[src/pkg/fosr_pkg.sv]
package fosr_pkg;

    // ****************************************
    // widths
    // ****************************************
    localparam int SR_W = 8;
    localparam int DQ_W = 16;
    localparam int BANK_W = 3;

    // ****************************************
    // status bit positions
    // ****************************************
    localparam int BIT_READY = 7;
    localparam int BIT_ERS_SUSP = 6;
    localparam int BIT_ERS_ERR = 5;
    localparam int BIT_PRG_ERR = 4;
    localparam int BIT_VPP_ERR = 3;
    localparam int BIT_PRG_SUSP = 2;
    localparam int BIT_LOCK_ERR = 1;
    localparam int BIT_BANK_WORD = 0;

    // ****************************************
    // reset values and upper data byte
    // ****************************************
    localparam logic RST_FLAG = 1'h0;
    localparam logic [BANK_W-1:0] RST_BANK = 3'h0;
    localparam logic [DQ_W-1:0] RST_DQ = 16'h0000;
    localparam logic [DQ_W-SR_W-1:0] DQ_UPPER = 8'h00;
    localparam logic RST_STROBE_N = 1'h1;

    // ****************************************
    // types
    // ****************************************
    typedef enum logic [1:0] {
        ST_IDLE,
        ST_RUN,
        ST_SUSP_PEND,
        ST_SUSPENDED
    } fosr_state_t;

    // operation request from the command decoder
    typedef struct packed {
        logic start;
        logic is_erase;
        logic locked;
        logic [BANK_W-1:0] bank;
    } fosr_op_req_t;

    // events from the program/erase sequencer and decoder
    typedef struct packed {
        logic done;
        logic verify_fail;
        logic overwrite_one;
        logic suspend;
        logic paused;
        logic resume;
        logic clear_status;
    } fosr_evt_t;

    // fast multi-word factory program mode
    typedef struct packed {
        logic active;
        logic word_busy;
    } fosr_efp_t;

endpackage

[src/verilog/fosr_status.sv]
`timescale 1ns/1ns
module fosr_status
    import fosr_pkg::*;
(
    // clock and reset
    input wire logic clk,
    input wire logic arst_n,
    // bus pins
    input wire logic ce_n,
    input wire logic oe_n,
    input wire logic [BANK_W-1:0] addr_bank,
    output logic [DQ_W-1:0] dq_o,
    output logic dq_oe,
    // programming voltage comparators
    input wire logic vpp_ok,
    input wire logic vpp_high,
    // internal controller side
    input wire fosr_op_req_t op_req,
    input wire fosr_evt_t evt,
    input wire fosr_efp_t fast_multiword_factory_mode,
    input wire logic status_mode,
    output logic op_accept,
    output logic op_abort,
    output logic [SR_W-1:0] status_live
);

    // ****************************************
    // pin synchronisers
    // ****************************************
    logic ce_n_s1_r, ce_n_s2_r, ce_n_d_r;
    logic oe_n_s1_r, oe_n_s2_r, oe_n_d_r;
    logic vpp_ok_s1_r, vpp_ok_s2_r;
    logic vpp_hi_s1_r, vpp_hi_s2_r;
    logic [BANK_W-1:0] bank_s1_r, bank_s2_r;

    always_ff @(posedge clk or negedge arst_n) begin
        if (!arst_n) begin
            ce_n_s1_r <= RST_STROBE_N;
            ce_n_s2_r <= RST_STROBE_N;
            ce_n_d_r <= RST_STROBE_N;
            oe_n_s1_r <= RST_STROBE_N;
            oe_n_s2_r <= RST_STROBE_N;
            oe_n_d_r <= RST_STROBE_N;
            vpp_ok_s1_r <= RST_FLAG;
            vpp_ok_s2_r <= RST_FLAG;
            vpp_hi_s1_r <= RST_FLAG;
            vpp_hi_s2_r <= RST_FLAG;
            bank_s1_r <= RST_BANK;
            bank_s2_r <= RST_BANK;
        end else begin
            ce_n_s1_r <= ce_n;
            ce_n_s2_r <= ce_n_s1_r;
            ce_n_d_r <= ce_n_s2_r;
            oe_n_s1_r <= oe_n;
            oe_n_s2_r <= oe_n_s1_r;
            oe_n_d_r <= oe_n_s2_r;
            vpp_ok_s1_r <= vpp_ok;
            vpp_ok_s2_r <= vpp_ok_s1_r;
            vpp_hi_s1_r <= vpp_high;
            vpp_hi_s2_r <= vpp_hi_s1_r;
            bank_s1_r <= addr_bank;
            bank_s2_r <= bank_s1_r;
        end
    end

    logic ce_fall, oe_fall, strobe_on;
    assign ce_fall = ce_n_d_r & ~ce_n_s2_r;
    assign oe_fall = oe_n_d_r & ~oe_n_s2_r;
    assign strobe_on = ~ce_n_s2_r & ~oe_n_s2_r;

    // ****************************************
    // controller state
    // ****************************************
    fosr_state_t state_r, state_nxt;
    logic is_erase_r;
    logic [BANK_W-1:0] op_bank_r;
    logic ers_err_r, prg_err_r, vpp_err_r, lock_err_r;
    logic ers_susp_r, prg_susp_r;
    logic any_err, start_ok, start_vpp_bad, start_locked;

    assign any_err = ers_err_r | prg_err_r | vpp_err_r | lock_err_r;
    assign start_ok = op_req.start & ~any_err & vpp_ok_s2_r
                      & ~op_req.locked;
    assign start_vpp_bad = op_req.start & ~vpp_ok_s2_r;
    assign start_locked = op_req.start & op_req.locked;

    always_comb begin
        state_nxt = state_r;
        case (state_r)
            ST_IDLE: begin
                if (start_ok) begin
                    state_nxt = ST_RUN;
                end
            end
            ST_RUN: begin
                if (evt.done) begin
                    state_nxt = ST_IDLE;
                end else if (evt.suspend) begin
                    state_nxt = ST_SUSP_PEND;
                end
            end
            ST_SUSP_PEND: begin
                if (evt.done) begin
                    state_nxt = ST_IDLE;
                end else if (evt.paused) begin
                    state_nxt = ST_SUSPENDED;
                end
            end
            ST_SUSPENDED: begin
                if (evt.resume) begin
                    state_nxt = ST_RUN;
                end
            end
            default: begin
                state_nxt = ST_IDLE;
            end
        endcase
    end

    always_ff @(posedge clk or negedge arst_n) begin
        if (!arst_n) begin
            state_r <= ST_IDLE;
        end else begin
            state_r <= state_nxt;
        end
    end

    always_ff @(posedge clk or negedge arst_n) begin
        if (!arst_n) begin
            is_erase_r <= RST_FLAG;
            op_bank_r <= RST_BANK;
        end else if (state_r == ST_IDLE && start_ok) begin
            is_erase_r <= op_req.is_erase;
            op_bank_r <= op_req.bank;
        end
    end

    always_ff @(posedge clk or negedge arst_n) begin
        if (!arst_n) begin
            op_accept <= RST_FLAG;
            op_abort <= RST_FLAG;
        end else begin
            op_accept <= (state_r == ST_IDLE) & start_ok;
            op_abort <= (state_r == ST_IDLE) & op_req.start & ~start_ok;
        end
    end

    // ****************************************
    // suspend flags
    // ****************************************
    logic pause_now;
    assign pause_now = (state_r == ST_SUSP_PEND) & evt.paused & ~evt.done;

    always_ff @(posedge clk or negedge arst_n) begin
        if (!arst_n) begin
            ers_susp_r <= RST_FLAG;
            prg_susp_r <= RST_FLAG;
        end else if (pause_now) begin
            ers_susp_r <= is_erase_r;
            prg_susp_r <= ~is_erase_r;
        end else if ((state_r == ST_SUSPENDED) && evt.resume) begin
            ers_susp_r <= RST_FLAG;
            prg_susp_r <= RST_FLAG;
        end
    end

    // ****************************************
    // sticky error flags, set wins over clear
    // ****************************************
    logic fin_fail, set_ers, set_prg, set_vpp, set_lock;
    assign fin_fail = evt.done & evt.verify_fail
                      & (state_r == ST_RUN || state_r == ST_SUSP_PEND);
    assign set_ers = fin_fail & is_erase_r;
    assign set_prg = (fin_fail & ~is_erase_r)
                     | (evt.overwrite_one & vpp_hi_s2_r);
    assign set_vpp = (state_r == ST_IDLE) & start_vpp_bad;
    assign set_lock = (state_r == ST_IDLE) & start_locked;

    always_ff @(posedge clk or negedge arst_n) begin
        if (!arst_n) begin
            ers_err_r <= RST_FLAG;
            prg_err_r <= RST_FLAG;
            vpp_err_r <= RST_FLAG;
            lock_err_r <= RST_FLAG;
        end else begin
            ers_err_r <= set_ers | (ers_err_r & ~evt.clear_status);
            prg_err_r <= set_prg | (prg_err_r & ~evt.clear_status);
            vpp_err_r <= set_vpp | (vpp_err_r & ~evt.clear_status);
            lock_err_r <= set_lock | (lock_err_r & ~evt.clear_status);
        end
    end

    // ****************************************
    // status value
    // ****************************************
    logic ready, bit0;
    logic [SR_W-1:0] sr_val;
    // ready only when idle or paused
    assign ready = (state_r == ST_IDLE) | (state_r == ST_SUSPENDED);

    always_comb begin
        if (fast_multiword_factory_mode.active) begin
            bit0 = ~ready & fast_multiword_factory_mode.word_busy;
        end else begin
            bit0 = ~ready & (bank_s2_r != op_bank_r);
        end
        sr_val = {ready, ers_susp_r, ers_err_r, prg_err_r,
                  vpp_err_r, prg_susp_r, lock_err_r, bit0};
    end

    always_ff @(posedge clk or negedge arst_n) begin
        if (!arst_n) begin
            status_live <= {SR_W{RST_FLAG}};
        end else begin
            status_live <= sr_val;
        end
    end

    // ****************************************
    // bus read path
    // ****************************************
    logic sel;
    assign sel = status_mode | (~ready & (bank_s2_r == op_bank_r));

    // capture on fall, hold while low
    always_ff @(posedge clk or negedge arst_n) begin
        if (!arst_n) begin
            dq_o <= RST_DQ;
        end else if ((ce_fall | oe_fall) && sel) begin
            dq_o <= {DQ_UPPER, sr_val};
        end
    end

    // drive only for status reads; array data belongs to another path
    always_ff @(posedge clk or negedge arst_n) begin
        if (!arst_n) begin
            dq_oe <= RST_FLAG;
        end else if (!strobe_on) begin
            dq_oe <= RST_FLAG;
        end else if (ce_fall | oe_fall) begin
            dq_oe <= sel;
        end
    end

    // ****************************************
    // checks
    // ****************************************
    a_error_sticky: assert property (
        @(posedge clk) disable iff (!arst_n)
        ers_err_r && !evt.clear_status
        |=> ers_err_r)
        else $error("erase error dropped without clear");

    a_clear_errs: assert property (
        @(posedge clk) disable iff (!arst_n)
        evt.clear_status && !evt.overwrite_one && !op_req.start
        && !evt.done |=> ##1 !status_live[BIT_PRG_ERR]
        && !status_live[BIT_VPP_ERR] && !status_live[BIT_LOCK_ERR])
        else $error("error flags not cleared");

    a_ready_busy: assert property (
        @(posedge clk) disable iff (!arst_n)
        op_accept |=> !status_live[BIT_READY])
        else $error("ready high after accepted operation");

    a_susp_wait: assert property (
        @(posedge clk) disable iff (!arst_n)
        state_r == ST_RUN && evt.suspend && !evt.done
        |=> !ready throughout (##[0:2] 1'b1))
        else $error("ready rose before pause");

    a_susp_flag: assert property (
        @(posedge clk) disable iff (!arst_n)
        pause_now && is_erase_r |=> ers_susp_r && ready
        && !prg_susp_r)
        else $error("erase suspend not flagged on pause");

    a_resume_clr: assert property (
        @(posedge clk) disable iff (!arst_n)
        state_r == ST_SUSPENDED && evt.resume
        |=> !ers_susp_r && !prg_susp_r && !ready)
        else $error("resume left suspend flag set");

    a_err_blocks: assert property (
        @(posedge clk) disable iff (!arst_n)
        state_r == ST_IDLE && op_req.start && any_err
        |=> op_abort && !op_accept && state_r == ST_IDLE)
        else $error("command ran with pending error");

    a_vpp_abort: assert property (
        @(posedge clk) disable iff (!arst_n)
        state_r == ST_IDLE && op_req.start && !vpp_ok_s2_r
        |=> vpp_err_r ##1 status_live[BIT_VPP_ERR])
        else $error("low voltage not flagged");

    a_overwrite: assert property (
        @(posedge clk) disable iff (!arst_n)
        !prg_err_r && !fin_fail && evt.overwrite_one && !vpp_hi_s2_r
        |=> !prg_err_r)
        else $error("overwrite reported without high voltage");

    a_bank_bit: assert property (
        @(posedge clk) disable iff (!arst_n)
        !ready && !fast_multiword_factory_mode.active && bank_s2_r == op_bank_r
        |=> !status_live[BIT_BANK_WORD])
        else $error("bank bit high for busy addressed bank");

    a_upper_low: assert property (
        @(posedge clk) disable iff (!arst_n)
        dq_oe |-> dq_o[DQ_W-1:SR_W] == DQ_UPPER)
        else $error("upper data lines not low");

    a_hold_read: assert property (
        @(posedge clk) disable iff (!arst_n)
        dq_oe && strobe_on && !ce_fall && !oe_fall
        |=> $stable(dq_o))
        else $error("status changed during read");

endmodule

[config.mk]
export PLATFORM = sky130hd
export DESIGN_NAME = fosr_status
export DESIGN_NICKNAME = d
export VERILOG_FILES = /design/src/pkg/fosr_pkg.sv /design/src/verilog/fosr_status.sv
export SDC_FILE = /design/constraint.sdc
export NUM_CORES = 1
export LEC_CHECK = 0
export ABC_AREA = 1
export BUFFER_PORTS_ARGS = -buffer_cell sky130_fd_sc_hd__buf_2
export CAP_MARGIN = 20
export CELL_PAD_IN_SITES_DETAIL_PLACEMENT = 2
export CELL_PAD_IN_SITES_GLOBAL_PLACEMENT = 2
export CORE_ASPECT_RATIO = 0.8
export CORE_UTILIZATION = 30
export DETAILED_ROUTE_END_ITERATION = 8
export PLACE_DENSITY = 0.86
export SYNTH_ARGS = -nofsm -noshare
export SYNTH_HDL_FRONTEND = slang
export SYNTH_SLANG_ARGS = --single-unit
export TNS_END_PERCENT = 20
[constraint.sdc]
create_clock -name clk -period 2.8 [get_ports clk]
set_input_delay 0 -clock clk [delete_from_list [all_inputs] [get_ports clk]]
set_output_delay 0 -clock clk [all_outputs]
set_load 0.02 [all_outputs]
# After elaboration in Yosys (flattened, before gate mapping)
# Cells that the tools add are included.
# totals
ff_bits,47
word_cells,104
# classes
eq_ne,10
n_mux,13
bitwise,48
n_reduce_logical,7
# ops
op,count
$and A1 B1 Y1,27
$mux W2,6
$or A1 B1 Y1,11
$not A1 Y1,10
$pmux W2 S4,1
$mux W1,6
$ne A3 B3 Y1 const B,2
$eq A2 B2 Y1 const B,2
$ne A2 B2 Y1 const B,2
$reduce_and A4 Y1,1
$eq A3 B3 Y1,1
$logic_and A1 B1 Y1,3
$ne A3 B3 Y1,1
$eq A2 B1 Y1 const B,1
$logic_not A2 Y1,1
$ne A2 B1 Y1 const B,1
$reduce_bool A2 Y1,1
$logic_or A1 B1 Y1,1

# Depth between registers and ports, before layout
# Gate-level depths: netlist (run 1).
# logic_depth
depth_word,9
mapped_depth,8
ltp_nobuf,8

# Worst setup path before layout (run 1)
# Ideal clock, no wire load.
# synth_path
path_kind,register -> register
start,register state_r[0]
end,register dq_o[0]
setup_time_ns,0.118
t_arrival_ns,1.202
required_ns,2.682
slack_ns,1.481
stages_incl_launch_ff,8
synth_period_minus_slack_ns,1.319
cell_sequence,dfrtp_1 inv_1 ha_1 nand4_1 nand2_4 nand2_4 nand2_1 nand2_1
# synth_between
elab_chain_cells,6
# synth_rtl
element,line,rtl
start: declaration,fosr_status.sv:74,"fosr_state_t state_r, state_nxt;"
start signal: assignment,fosr_status.sv:124,state_r <= state_nxt;
$eq A2 B2 Y1 or $logic_not A2 Y1 (tied branches),fosr_status.sv:199,assign ready = (state_r == ST_IDLE) | (state_r == ST_SUSPENDED);
$or A1 B1 Y1 *,fosr_status.sv:199,
$not A1 Y1 *,"fosr_status.sv:203, fosr_status.sv:205, fosr_status.sv:223",
$and A1 B1 Y1,fosr_status.sv:223,assign sel = status_mode | (~ready & (bank_s2_r == op_bank_r));
$or A1 B1 Y1,fosr_status.sv:223,
$logic_and A1 B1 Y1,fosr_status.sv:229,end else if ((ce_fall | oe_fall) && sel) begin
end signal: assignment,fosr_status.sv:230,"dq_o <= {DQ_UPPER, sr_val};"
end: declaration,fosr_status.sv:12,"output logic [DQ_W-1:0] dq_o,"
# Mark *: on every way between the ends. The rest lies on a longest branch, timed or not.
# A chain may end at the register's enable or synchronous reset.

# Worst setup path in the final report (run 1)
# layout_path
start,register state_r[0]
end,register ers_err_r
# layout_between
elab_chain_cells,5
# layout_rtl
element,line,rtl
$eq A2 B1 Y1 or $eq A2 B2 Y1 (tied branches),fosr_status.sv:172,& (state_r == ST_RUN || state_r == ST_SUSP_PEND);
$logic_or A1 B1 Y1 *,fosr_status.sv:172,
$and A1 B1 Y1 *,fosr_status.sv:172,
$and A1 B1 Y1 *,fosr_status.sv:173,assign set_ers = fin_fail & is_erase_r;
$or A1 B1 Y1 *,fosr_status.sv:186,ers_err_r <= set_ers | (ers_err_r & ~evt.clear_status);
end signal: assignment,fosr_status.sv:186,
end: declaration,fosr_status.sv:77,"logic ers_err_r, prg_err_r, vpp_err_r, lock_err_r;"
# Marks and branches as above.

==> results.json, run 1 <==
{
  "status": "finished, final reports clean",
  "ir_drop_v": 0.000206,
  "synth_cells": 169,
  "finalSetupViolations": 0,
  "crit_path_max_fanout": 4,
  "p_seq_share_pct": 47.0,
  "die_y_um": 71.3,
  "num_rows": 24,
  "min_path_type": "in -> reg",
  "yosysSeqAreaShare_pct": 65.7,
  "clk_pin_slew_worst_paths_ns": 0.09,
  "start_kind": "flip-flop",
  "pwr-share-comb_pct": 32.1,
  "stdcell_count": 315,
  "crit_arrival_ns": 1.95,
  "final.setup.worst_slack_ns": 1.09,
  "hold_viol_final": 0,
  "first_global_vias": 1463,
  "clockBufferDepth": 2,
  "min_period_ns": 1.71,
  "cts_resized": 0,
  "whs_ns": 0.0222,
  "routed_wl_um": 4490,
  "drv_slew": 0,
  "synth_top_area_cell": "dfrtp_1",
  "vias_per_cell": 4.35,
  "cts_root_buf": "clkbuf_8",
  "cts_made_buffers": 5,
  "tightest_slew_ns": 0.617,
  "core_um2": 5620,
  "htree_levels": 2,
  "die_w_um": 88.6,
  "cap_violations": 0,
  "diodes": 0,
  "drc": 0,
  "period_share_pct": 61.2,
  "p_int_mw": 1.28,
  "grt-ovfl-total": 0,
  "port_buffers": 43,
  "finalClockSkew_ns": 0.00480,
  "p_leak_nw": 1.24,
  "fillers": 623,
  "relSlewSlack_pct": 58.9,
  "grt_pass1_wl_um": 7110,
  "p_sw_share_pct": 37.4,
  "fin_area_um2": 2380,
  "dieArea_um2": 6320,
  "grt_max_degree": 48,
  "clock_latency_ns": 0.30,
  "dp_worst_setup_slack_ns": 1.27,
  "dr.pass1.iters": 4,
  "rsz0062_at_grt": "no",
  "setup_tns_ns": 0,
  "cts_tree": "built",
  "ys.warnings.count": 0,
  "r2r_start": "state_r[0]",
  "cp-end-kind": "flip-flop",
  "path_class": "reg -> reg",
  "gp_congestion": 0.792,
  "layout_commonest_cell": "buf_2",
  "ys_ff_latch": 47,
  "drive_gt1_share_pct": 28.3,
  "placedCellCount": 288,
  "yosys.area.top_type_share_pct": 57.0,
  "yosys-top-cells-area": "dfrtp_1, dfstp_2, nand2_1",
  "power_switching_mw": 0.765,
  "dr_total_vias": 1371,
  "p_clk_share_pct": 20.9,
  "fin_nets": 265,
  "antenna_left": 0,
  "syn_area_um2": 1800,
  "cts.sinks": 47,
  "hpwl_um": 3210,
  "track_usage_pct": 15.3,
  "min-delay-start": "evt[6]",
  "syn_area_per_cell_um2": 10.7,
  "antenna_found_initial": 0,
  "area_growth_pct": 32.0,
  "wl_per_cell_um": 14.2,
  "ios": 52,
  "drt_iter0_drc": 18,
  "crit_start": "state_r[0]",
  "synth.distinct_cells": 21,
  "worstPathRequired_ns": 3.03,
  "place_area_um2": 2070,
  "pwr_density_cell_nw_per_um2": 861,
  "mostFrequentLayoutCells": "buf_2, nand2_1, dfrtp_1",
  "max_freq_mhz": 583,
  "initial_core_util_pct": 32.1
}
cells in the mapped netlist (all sizes together):
cell type and number:
dfrtp 41, ha 4, buf 9, dfstp 6
o21ai 9, a21oi 1, o211ai 1, nand3 15
nand2 44, conb 1, nor2 8, nand4 2
inv 22, xnor2 1, o32ai 2, nand3b 1
o22ai 2
routing by layer:
metal / vias to the layer above / track usage [%] / routed length [um]
li1: 650 / - / -
met1: 682 / 17.3 / 1850
met2: 32 / 28.0 / 2410
met3: 7 / 3.46 / 163
met4: 0 / 5.38 / 69
met5: - / 0 / 0
registers in the layout (all words and copies together) (netlist names), 2 cells and up:
| register | cells |
|---|---|
| status_live | 8 |
| bank_s2_r | 3 |
| bank_s1_r | 3 |
| state_r | 2 |
| op_bank_r | 3 |
| dq_o | 8 |
what timing repair did:
action                    CTS  global route
hold buffers               18             0
buffers inserted            0             0
hold endpoints to repair   57             0
final cells by class:
cell class / count / area (um^2) / area share, %
clock buffer: 7 / 86.3 / 3.63
multi-input combinational: 98 / 495 / 20.8
tap: 78 / 97.6 / 4.11
timing repair buffer: 62 / 423 / 17.8
sequential: 47 / 1180 / 49.8
inverter: 22 / 82.6 / 3.47
clock inverter: 1 / 8.76 / 0.368
power by group through the flow:
stage	registers [mW]	logic (mW)	clock network [mW]
2_1_floorplan	1.07	0.291	0
3_3_place_gp	0.965	0.597	0
3_5_place_dp	0.978	0.627	0
4_1_cts	0.964	0.654	0.450
5_1_grt	0.988	0.724	0.466
6_report	0.961	0.657	0.428
metrics by stage:
step | power (mW) | util, %
after floorplan | 1.36 | -
after global placement | 1.56 | 36.9
after detailed placement | 1.60 | 36.9
after CTS | 2.07 | 41.8
after global routing | 2.18 | 42.3
final | 2.05 | 42.3
worst paths after layout:
check                      depth (start not counted)  slack, ns             end
max                                                5       1.09       ers_err_r
min in group asynchronous                          2       0.25  status_live[2]
max reg2reg                                        5       1.09       ers_err_r
max in group asynchronous                          3       1.95       oe_n_s1_r
min                                                3       0.02       prg_err_r
min reg2reg                                        0       0.36    bank_s2_r[1]
cells by family after synthesis:
logic type               count (synthesis)  share of synthesized area, %
other                                    1                         0.208
AND/OR/NAND/NOR                         70                          17.0
adder cells (fa/ha/maj)                  4                          2.78
AO/OA/AOI/OAI                           15                          5.63
flip-flops                              47                          65.7
buffers and inverters                   31                          8.20
XOR/XNOR                                 1                         0.487
worst max-delay path: stages, from the launching register on:
cell and delay (ns):
dfrtp_1 0.41, inv_1 0.08, ha_1 0.35, nand3_1 0.12, dlygate4sd3_1 0.57, o21ai_1 0.12
No activity file was read; power rests on OpenSTA's default activity.
==> run 2: changes to the inputs <==
--- a/config.mk
+++ b/config.mk
@@ -5,7 +5,7 @@
 export SDC_FILE = /design/constraint.sdc
 export NUM_CORES = 1
 export LEC_CHECK = 0
-export ABC_AREA = 1
+export ABC_AREA = 0
 export BUFFER_PORTS_ARGS = -buffer_cell sky130_fd_sc_hd__buf_2
 export CAP_MARGIN = 20
 export CELL_PAD_IN_SITES_DETAIL_PLACEMENT = 2
@@ -13,7 +13,7 @@
 export CORE_ASPECT_RATIO = 0.8
 export CORE_UTILIZATION = 30
 export DETAILED_ROUTE_END_ITERATION = 8
-export PLACE_DENSITY = 0.86
+export PLACE_DENSITY = 0.82
 export SYNTH_ARGS = -nofsm -noshare
 export SYNTH_HDL_FRONTEND = slang
 export SYNTH_SLANG_ARGS = --single-unit
==> constraint.sdc (replaced) <==
create_clock -name clk -period 1.6 [get_ports clk]
set_input_delay 0 -clock clk [delete_from_list [all_inputs] [get_ports clk]]
set_output_delay 0 -clock clk [all_outputs]
set_load 0.02 [all_outputs]
==> run 2 against run 1 <==
The run now ends with setup timing left. Synthesized area is 3.0% lower. Cell count is 11% lower. Routed wire length is 7.8% higher. Synthesized cell count is 28% lower. Count of clock-buffer cells in the layout is 1 lower. Critical endpoint is now dq_o[0]. Largest cell class unchanged.
==> results.json, run 2 <==
{
  "mostFrequentLayoutCells": "buf_2, dfrtp_1, dlygate4sd3_1, buf_4, inv_1",
  "finalClockSkew_ns": 0.0103,
  "wl_per_cell_um": 17.3,
  "antenna_left": 0,
  "routed_wl_um": 4840,
  "drc": 0,
  "fin_area_um2": 2440,
  "cts_root_buf": "clkbuf_8",
  "vias_per_cell": 4.34,
  "drt_iter0_drc": 18,
  "dieArea_um2": 6130,
  "power_switching_mw": 1.41,
  "reg.largest.list": "dq_o: 8 flops, status_live: 8 flops",
  "placedCellCount": 254,
  "tightest_slew_ns": 0.583,
  "hpwl_um": 3100,
  "slowest_delay_ns": 0.43,
  "synth_top_area_cell": "dfrtp_1",
  "ir_drop_v": 0.000724,
  "grt-ovfl-total": 0,
  "antenna_found_initial": 0,
  "max_freq_mhz": 591,
  "synth_cells": 121,
  "layout_commonest_cell": "buf_2",
  "crit_arrival_ns": 1.87,
  "synth-edff-count": 0,
  "p_leak_nw": 1.23,
  "synth_commonest_cells": "dfrtp_1, mux2_2, inv_1, buf_4, dfstp_2",
  "place_area_um2": 2120,
  "crit_path_max_fanout": 5,
  "p_seq_share_pct": 43.6,
  "p_clk_share_pct": 17.5,
  "cts_tree": "built",
  "cts_made_buffers": 5,
  "synth_most_common_cell": "dfrtp_1",
  "min_path_type": "in -> reg",
  "final.setup.worst_slack_ns": -0.0919,
  "worstPathRequired_ns": 1.78,
  "finalSetupViolations": 10,
  "first_global_vias": 1382,
  "r2r_start": "op_bank_r[0]",
  "relSlewSlack_pct": 61.1,
  "cts.sinks": 47,
  "routed.top_layer": "met4",
  "status": "finished with violations",
  "path_class": "reg -> reg",
  "synth.distinct_cells": 27,
  "ios": 52,
  "wl_met2_um": 2700,
  "clockBufferDepth": 2,
  "yosys.area.top_type_share_pct": 58.7,
  "wl_met1_um": 1930,
  "die_w_um": 87.3,
  "clock_latency_ns": 0.29,
  "drv_slew": 0,
  "pwr-share-comb_pct": 38.9,
  "ys.warnings.count": 0,
  "port_buffers": 43,
  "track_usage_pct": 16.7,
  "power_mw": 3.94,
  "p_sw_share_pct": 35.8,
  "dr_wl_met3_um": 189,
  "area_growth_pct": 40.0,
  "fin_nets": 229,
  "rsz0062_at_grt": "yes",
  "htree_levels": 2,
  "syn_area_um2": 1750,
  "syn_area_per_cell_um2": 14.4,
  "async_reset_ff_share_pct": 100,
  "cp_top_family": "flip-flops",
  "min-delay-start": "evt[0]",
  "fillers": 569,
  "initial_core_util_pct": 31.6,
  "grt_pass1_wl_um": 7450,
  "num_rows": 24,
  "hold_viol_final": 0,
  "dr_total_vias": 1210,
  "core_um2": 5530,
  "drive_gt1_share_pct": 47.3,
  "start_kind": "flip-flop",
  "p_int_mw": 2.53,
  "path_buf_inv": 1,
  "cp_cell_sequence": "xnor2_2 -> a21oi_2 -> a2111oi_4 -> buf_4 -> mux2_4",
  "gp_congestion": 0.740,
  "yosys-top-cells-area": "dfrtp_1, dfstp_2, mux2_2",
  "stdcell_count": 279,
  "pwr_density_cell_nw_per_um2": 1610,
  "ys_ff_latch": 47,
  "cap_violations": 0,
  "crit_start": "op_bank_r[0]",
  "min_period_ns": 1.69,
  "dr.pass1.iters": 4,
  "die_y_um": 70.3,
  "synth-main-ff-cell": "dfrtp_1",
  "yosysSeqAreaShare_pct": 67.8,
  "diodes": 0,
  "grt_max_degree": 48,
  "violations": "setup timing",
  "cp-end-kind": "flip-flop",
  "cp_slowest_cell": "dfrtp_1",
  "period_share_pct": 106,
  "clk_pin_slew_worst_paths_ns": 0.09
}
-- run 2: cell count changes in the layout (fill, tap and decap cells not counted), moves of 7 or more --
| cell | delta |
|---|---|
| o21ai_1 | -9 |
| mux2_2 | +7 |
| mux2_4 | +7 |
| nand3_1 | -12 |
| nand2_1 | -39 |
| buf_4 | +15 |
-- run 2: final cells by class --
class | count | area [um^2] | share of cell area (%)
Clock buffer | 6 | 72.6 | 2.97
Clock inverter | 2 | 12.5 | 0.512
Inverter | 12 | 45.0 | 1.84
Multi-Input combinational cell | 61 | 556 | 22.7
Sequential cell | 47 | 1180 | 48.4
Tap cell | 78 | 97.6 | 3.99
Timing Repair Buffer | 73 | 478 | 19.5
-- run 2: cells by family after synthesis --
logic type,synth area share [%]
AND/OR/NAND/NOR,4.94
flip-flops,67.8
XOR/XNOR,1.50
buffers and inverters,6.02
adder cells (fa/ha/maj),2.87
multiplexers,9.03
AO/OA/AOI/OAI,7.67
other,0.215
-- run 2: worst register-to-register path, delay by kind of cell (launching register included) --
kind | cells | cell delay [ns]
flops | 1 | 0.43
compound gates | 2 | 0.39
mux | 1 | 0.31
buf+inv | 1 | 0.23
xor+xnor | 1 | 0.21
-- run 2: final timing paths --
check / end / slack (ns) / cells after the start
hold / removal: vpp_err_r / 0.05 / 3
setup reg to reg: dq_o[0] / -0.09 / 5
hold reg to reg: bank_s2_r[1] / 0.36 / 0
min in group asynchronous: bank_s1_r[1] / 0.33 / 3
max in group asynchronous: status_live[2] / 0.87 / 3
setup / recovery: dq_o[0] / -0.09 / 5
-- run 2: layer usage --
| layer | GRT usage, % | up-vias |
|---|---|---|
| met5 | 0 | - |
| met4 | 2.19 | 0 |
| met3 | 4.14 | 2 |
| met2 | 30.6 | 41 |
| met1 | 20.0 | 620 |
| li1 | - | 547 |
-- run 2: power groups by stage --
stage	logic, mW	registers [mW]	clock network [mW]
3_5_place_dp	1.28	1.71	0
6_report	1.53	1.72	0.690
4_1_cts	1.42	1.71	0.708
2_1_floorplan	0.506	1.89	0
3_3_place_gp	1.22	1.69	0
5_1_grt	1.64	1.75	0.748
-- run 2: metrics by stage --
| step | util [%] | setup WS, ns | hold slack (ns) | TNS [ns] |
|---|---|---|---|---|
| final | 44.2 | -0.0919 | 0.0524 | -0.745 |
| after floorplan | - | -0.156 | -0.296 | -1.25 |
| after CTS | 43.7 | -0.0532 | 0.0161 | -0.425 |
| after global routing | 44.2 | -0.175 | 0.0545 | -1.63 |
| after detailed placement | 38.4 | -0.103 | 0.106 | -0.883 |
| after global placement | 38.4 | -0.0415 | 0.106 | -0.275 |
-- run 2: repair_timing --
| item | 4_1_cts | 5_1_grt |
|---|---|---|
| buffers inserted | 0 | 2 |
| hold buffers | 15 | 0 |
| hold endpoints to repair | 55 | 0 |
| gates cloned | 0 | 0 |
| pin swaps | 1 | 1 |
| setup endpoints to repair | 10 | 14 |
| gates resized for setup | 12 | 4 |
==> run 3: changes to the inputs <==
--- a/config.mk
+++ b/config.mk
@@ -11,9 +11,9 @@
 export CELL_PAD_IN_SITES_DETAIL_PLACEMENT = 2
 export CELL_PAD_IN_SITES_GLOBAL_PLACEMENT = 2
 export CORE_ASPECT_RATIO = 0.8
-export CORE_UTILIZATION = 30
+export CORE_UTILIZATION = 36
 export DETAILED_ROUTE_END_ITERATION = 8
-export PLACE_DENSITY = 0.82
+export PLACE_DENSITY = 0.94
 export SYNTH_ARGS = -nofsm -noshare
 export SYNTH_HDL_FRONTEND = slang
 export SYNTH_SLANG_ARGS = --single-unit
==> constraint.sdc (replaced) <==
create_clock -name clk -period 2.18 [get_ports clk]
set_input_delay 0 -clock clk [delete_from_list [all_inputs] [get_ports clk]]
set_output_delay 0 -clock clk [all_outputs]
set_load 0.02 [all_outputs]
==> run 3 against run 2 <==
The run now ends clean. Largest cell class unchanged. Non-clock buffer count fell by 10. Power fell by 29%. Register-to-register slack better by 0.29 ns. Critical endpoint is now op_bank_r[2]. Cell area fell by 4.9%. Highest routed layer unchanged.
==> results.json, run 3 (same netlist as run 2, synthesis figures left out) <==
{
  "die_y_um": 64.3,
  "place_area_um2": 2020,
  "max_freq_mhz": 506,
  "vias_per_cell": 4.71,
  "period_share_pct": 90.7,
  "diodes": 0,
  "routed_wl_um": 4550,
  "grt.met3_usage_pct": 6.14,
  "hold_viol_final": 0,
  "port_buffers": 43,
  "dieArea_um2": 5140,
  "path_class": "reg -> reg",
  "track_usage_pct": 20.3,
  "layout_commonest_cell": "buf_2",
  "clock_latency_ns": 0.31,
  "rr_worst_depth": 4,
  "mostFrequentLayoutCells": "buf_2, dfrtp_1, dlygate4sd3_1",
  "fillers": 464,
  "fin_nets": 219,
  "grtUsageMet2_pct": 38.5,
  "clk_pin_slew_worst_paths_ns": 0.09,
  "dr_total_vias": 1183,
  "wl_per_cell_um": 18.1,
  "initial_core_util_pct": 37.8,
  "drive_gt1_share_pct": 39.3,
  "cp-end-kind": "flip-flop",
  "cap_violations": 0,
  "finalSetupViolations": 0,
  "grt.busiest_layer": "met2",
  "antenna_found_initial": 0,
  "gp_congestion": 0.798,
  "ios": 52,
  "core_um2": 4620,
  "drt_iter0_drc": 36,
  "grt_max_degree": 48,
  "htree_levels": 2,
  "grt-ovfl-total": 0,
  "start_kind": "flip-flop",
  "cts.sinks": 47,
  "min_period_ns": 1.98,
  "area_growth_pct": 33.2,
  "pwr_density_cell_nw_per_um2": 1200,
  "hpwl_um": 3070,
  "antenna_left": 0,
  "die_w_um": 79.9,
  "grt_pass1_wl_um": 7280,
  "reg.largest.list": "dq_o: 8 flops, status_live: 8 flops",
  "crit_arrival_ns": 2.17,
  "cts_tree": "built",
  "rsz0062_at_grt": "no",
  "drc": 0,
  "setup_tns_ns": 0,
  "dr.pass1.iters": 4,
  "postCtsSetupBuffers": 0,
  "fin_area_um2": 2330,
  "ir_drop_v": 0.000491,
  "clockBufferDepth": 2,
  "cts_resized": 0,
  "num_rows": 22,
  "cts_root_buf": "clkbuf_8",
  "finalClockSkew_ns": 0.0108,
  "crit_path_max_fanout": 5,
  "relSlewSlack_pct": 52.8,
  "min_path_type": "in -> async",
  "grt_util_met1_pct": 21.0,
  "p_leak_nw": 1.18,
  "cts_made_buffers": 5,
  "status": "finished, final reports clean",
  "tightest_slew_ns": 0.701,
  "worstPathRequired_ns": 2.37,
  "first_global_vias": 1354,
  "drv_slew": 0
}
-- run 3: cell types whose count changed in the layout (fill, tap and decap cells not counted), sizes merged --
cell         delta
dlygate4sd3     +2
buf            -12
clkinvlp        -1
bufinv          +1
-- run 3: critical path, stage by stage, from the launching register on --
cell and delay (ns):
dfrtp_1 0.42, nand4bb_1 0.21, nor4_1 0.55, nand2_1 0.33, mux2_2 0.35
-- run 3: metrics by stage --
| step | power [mW] | instances | utilization, % | worst slack, ns | hold WS, ns |
|---|---|---|---|---|---|
| global placement | 2.01 | 225 | 43.6 | 0.456 | 0.109 |
| finish | 2.79 | 251 | 50.3 | 0.202 | 0.0412 |
| global route | 2.95 | 251 | 50.3 | 0.0748 | 0.0495 |
| detailed placement | 2.10 | 225 | 43.6 | 0.302 | 0.111 |
| floorplan | 1.76 | 128 | - | 0.424 | -0.296 |
| CTS | 2.81 | 250 | 49.9 | 0.282 | 0.0264 |
-- run 3: routing by layer --
layer  vias up  part of all wire (%)
met3         6                   4.1
met4         0                  0.99
met1       615                    38
met2        35                    57
met5         -                     0
li1        527                     -
-- run 3: cell type report --
type | instances | area (um^2) | area share (%)
tap | 60 | 75.1 | 3.23
clock buffer | 6 | 82.6 | 3.55
multi-input combinational | 61 | 484 | 20.8
timing repair buffer | 63 | 420 | 18.1
clock inverter | 2 | 35.0 | 1.51
inverter | 12 | 45.0 | 1.94
sequential | 47 | 1180 | 50.9
-- run 3: path summary, 6_finish.rpt --
check                                  to    startpoint  slack [ns]
hold / removal             status_live[3]        arst_n        0.04
setup reg to reg             op_bank_r[2]    lock_err_r        0.20
min in group clk                ers_err_r        evt[5]        0.07
max in group asynchronous       oe_n_s2_r        arst_n        1.62
setup / recovery             op_bank_r[2]    lock_err_r        0.20
hold reg to reg              bank_s2_r[2]  bank_s1_r[2]        0.36
-- run 3: where the power goes --
part	switching (mW)	total [mW]	internal (mW)	leakage [nW]
Clock	0.296	0.667	0.371	0.0612
Sequential	0.155	1.26	1.10	0.580
Combinational	0.509	0.868	0.359	0.534
-- run 3: repair_timing --
action                                  in CTS  in global routing
hold buffers                                17                  0
endpoints found under the hold margin       56                  0
endpoints found under the setup margin       0                  0
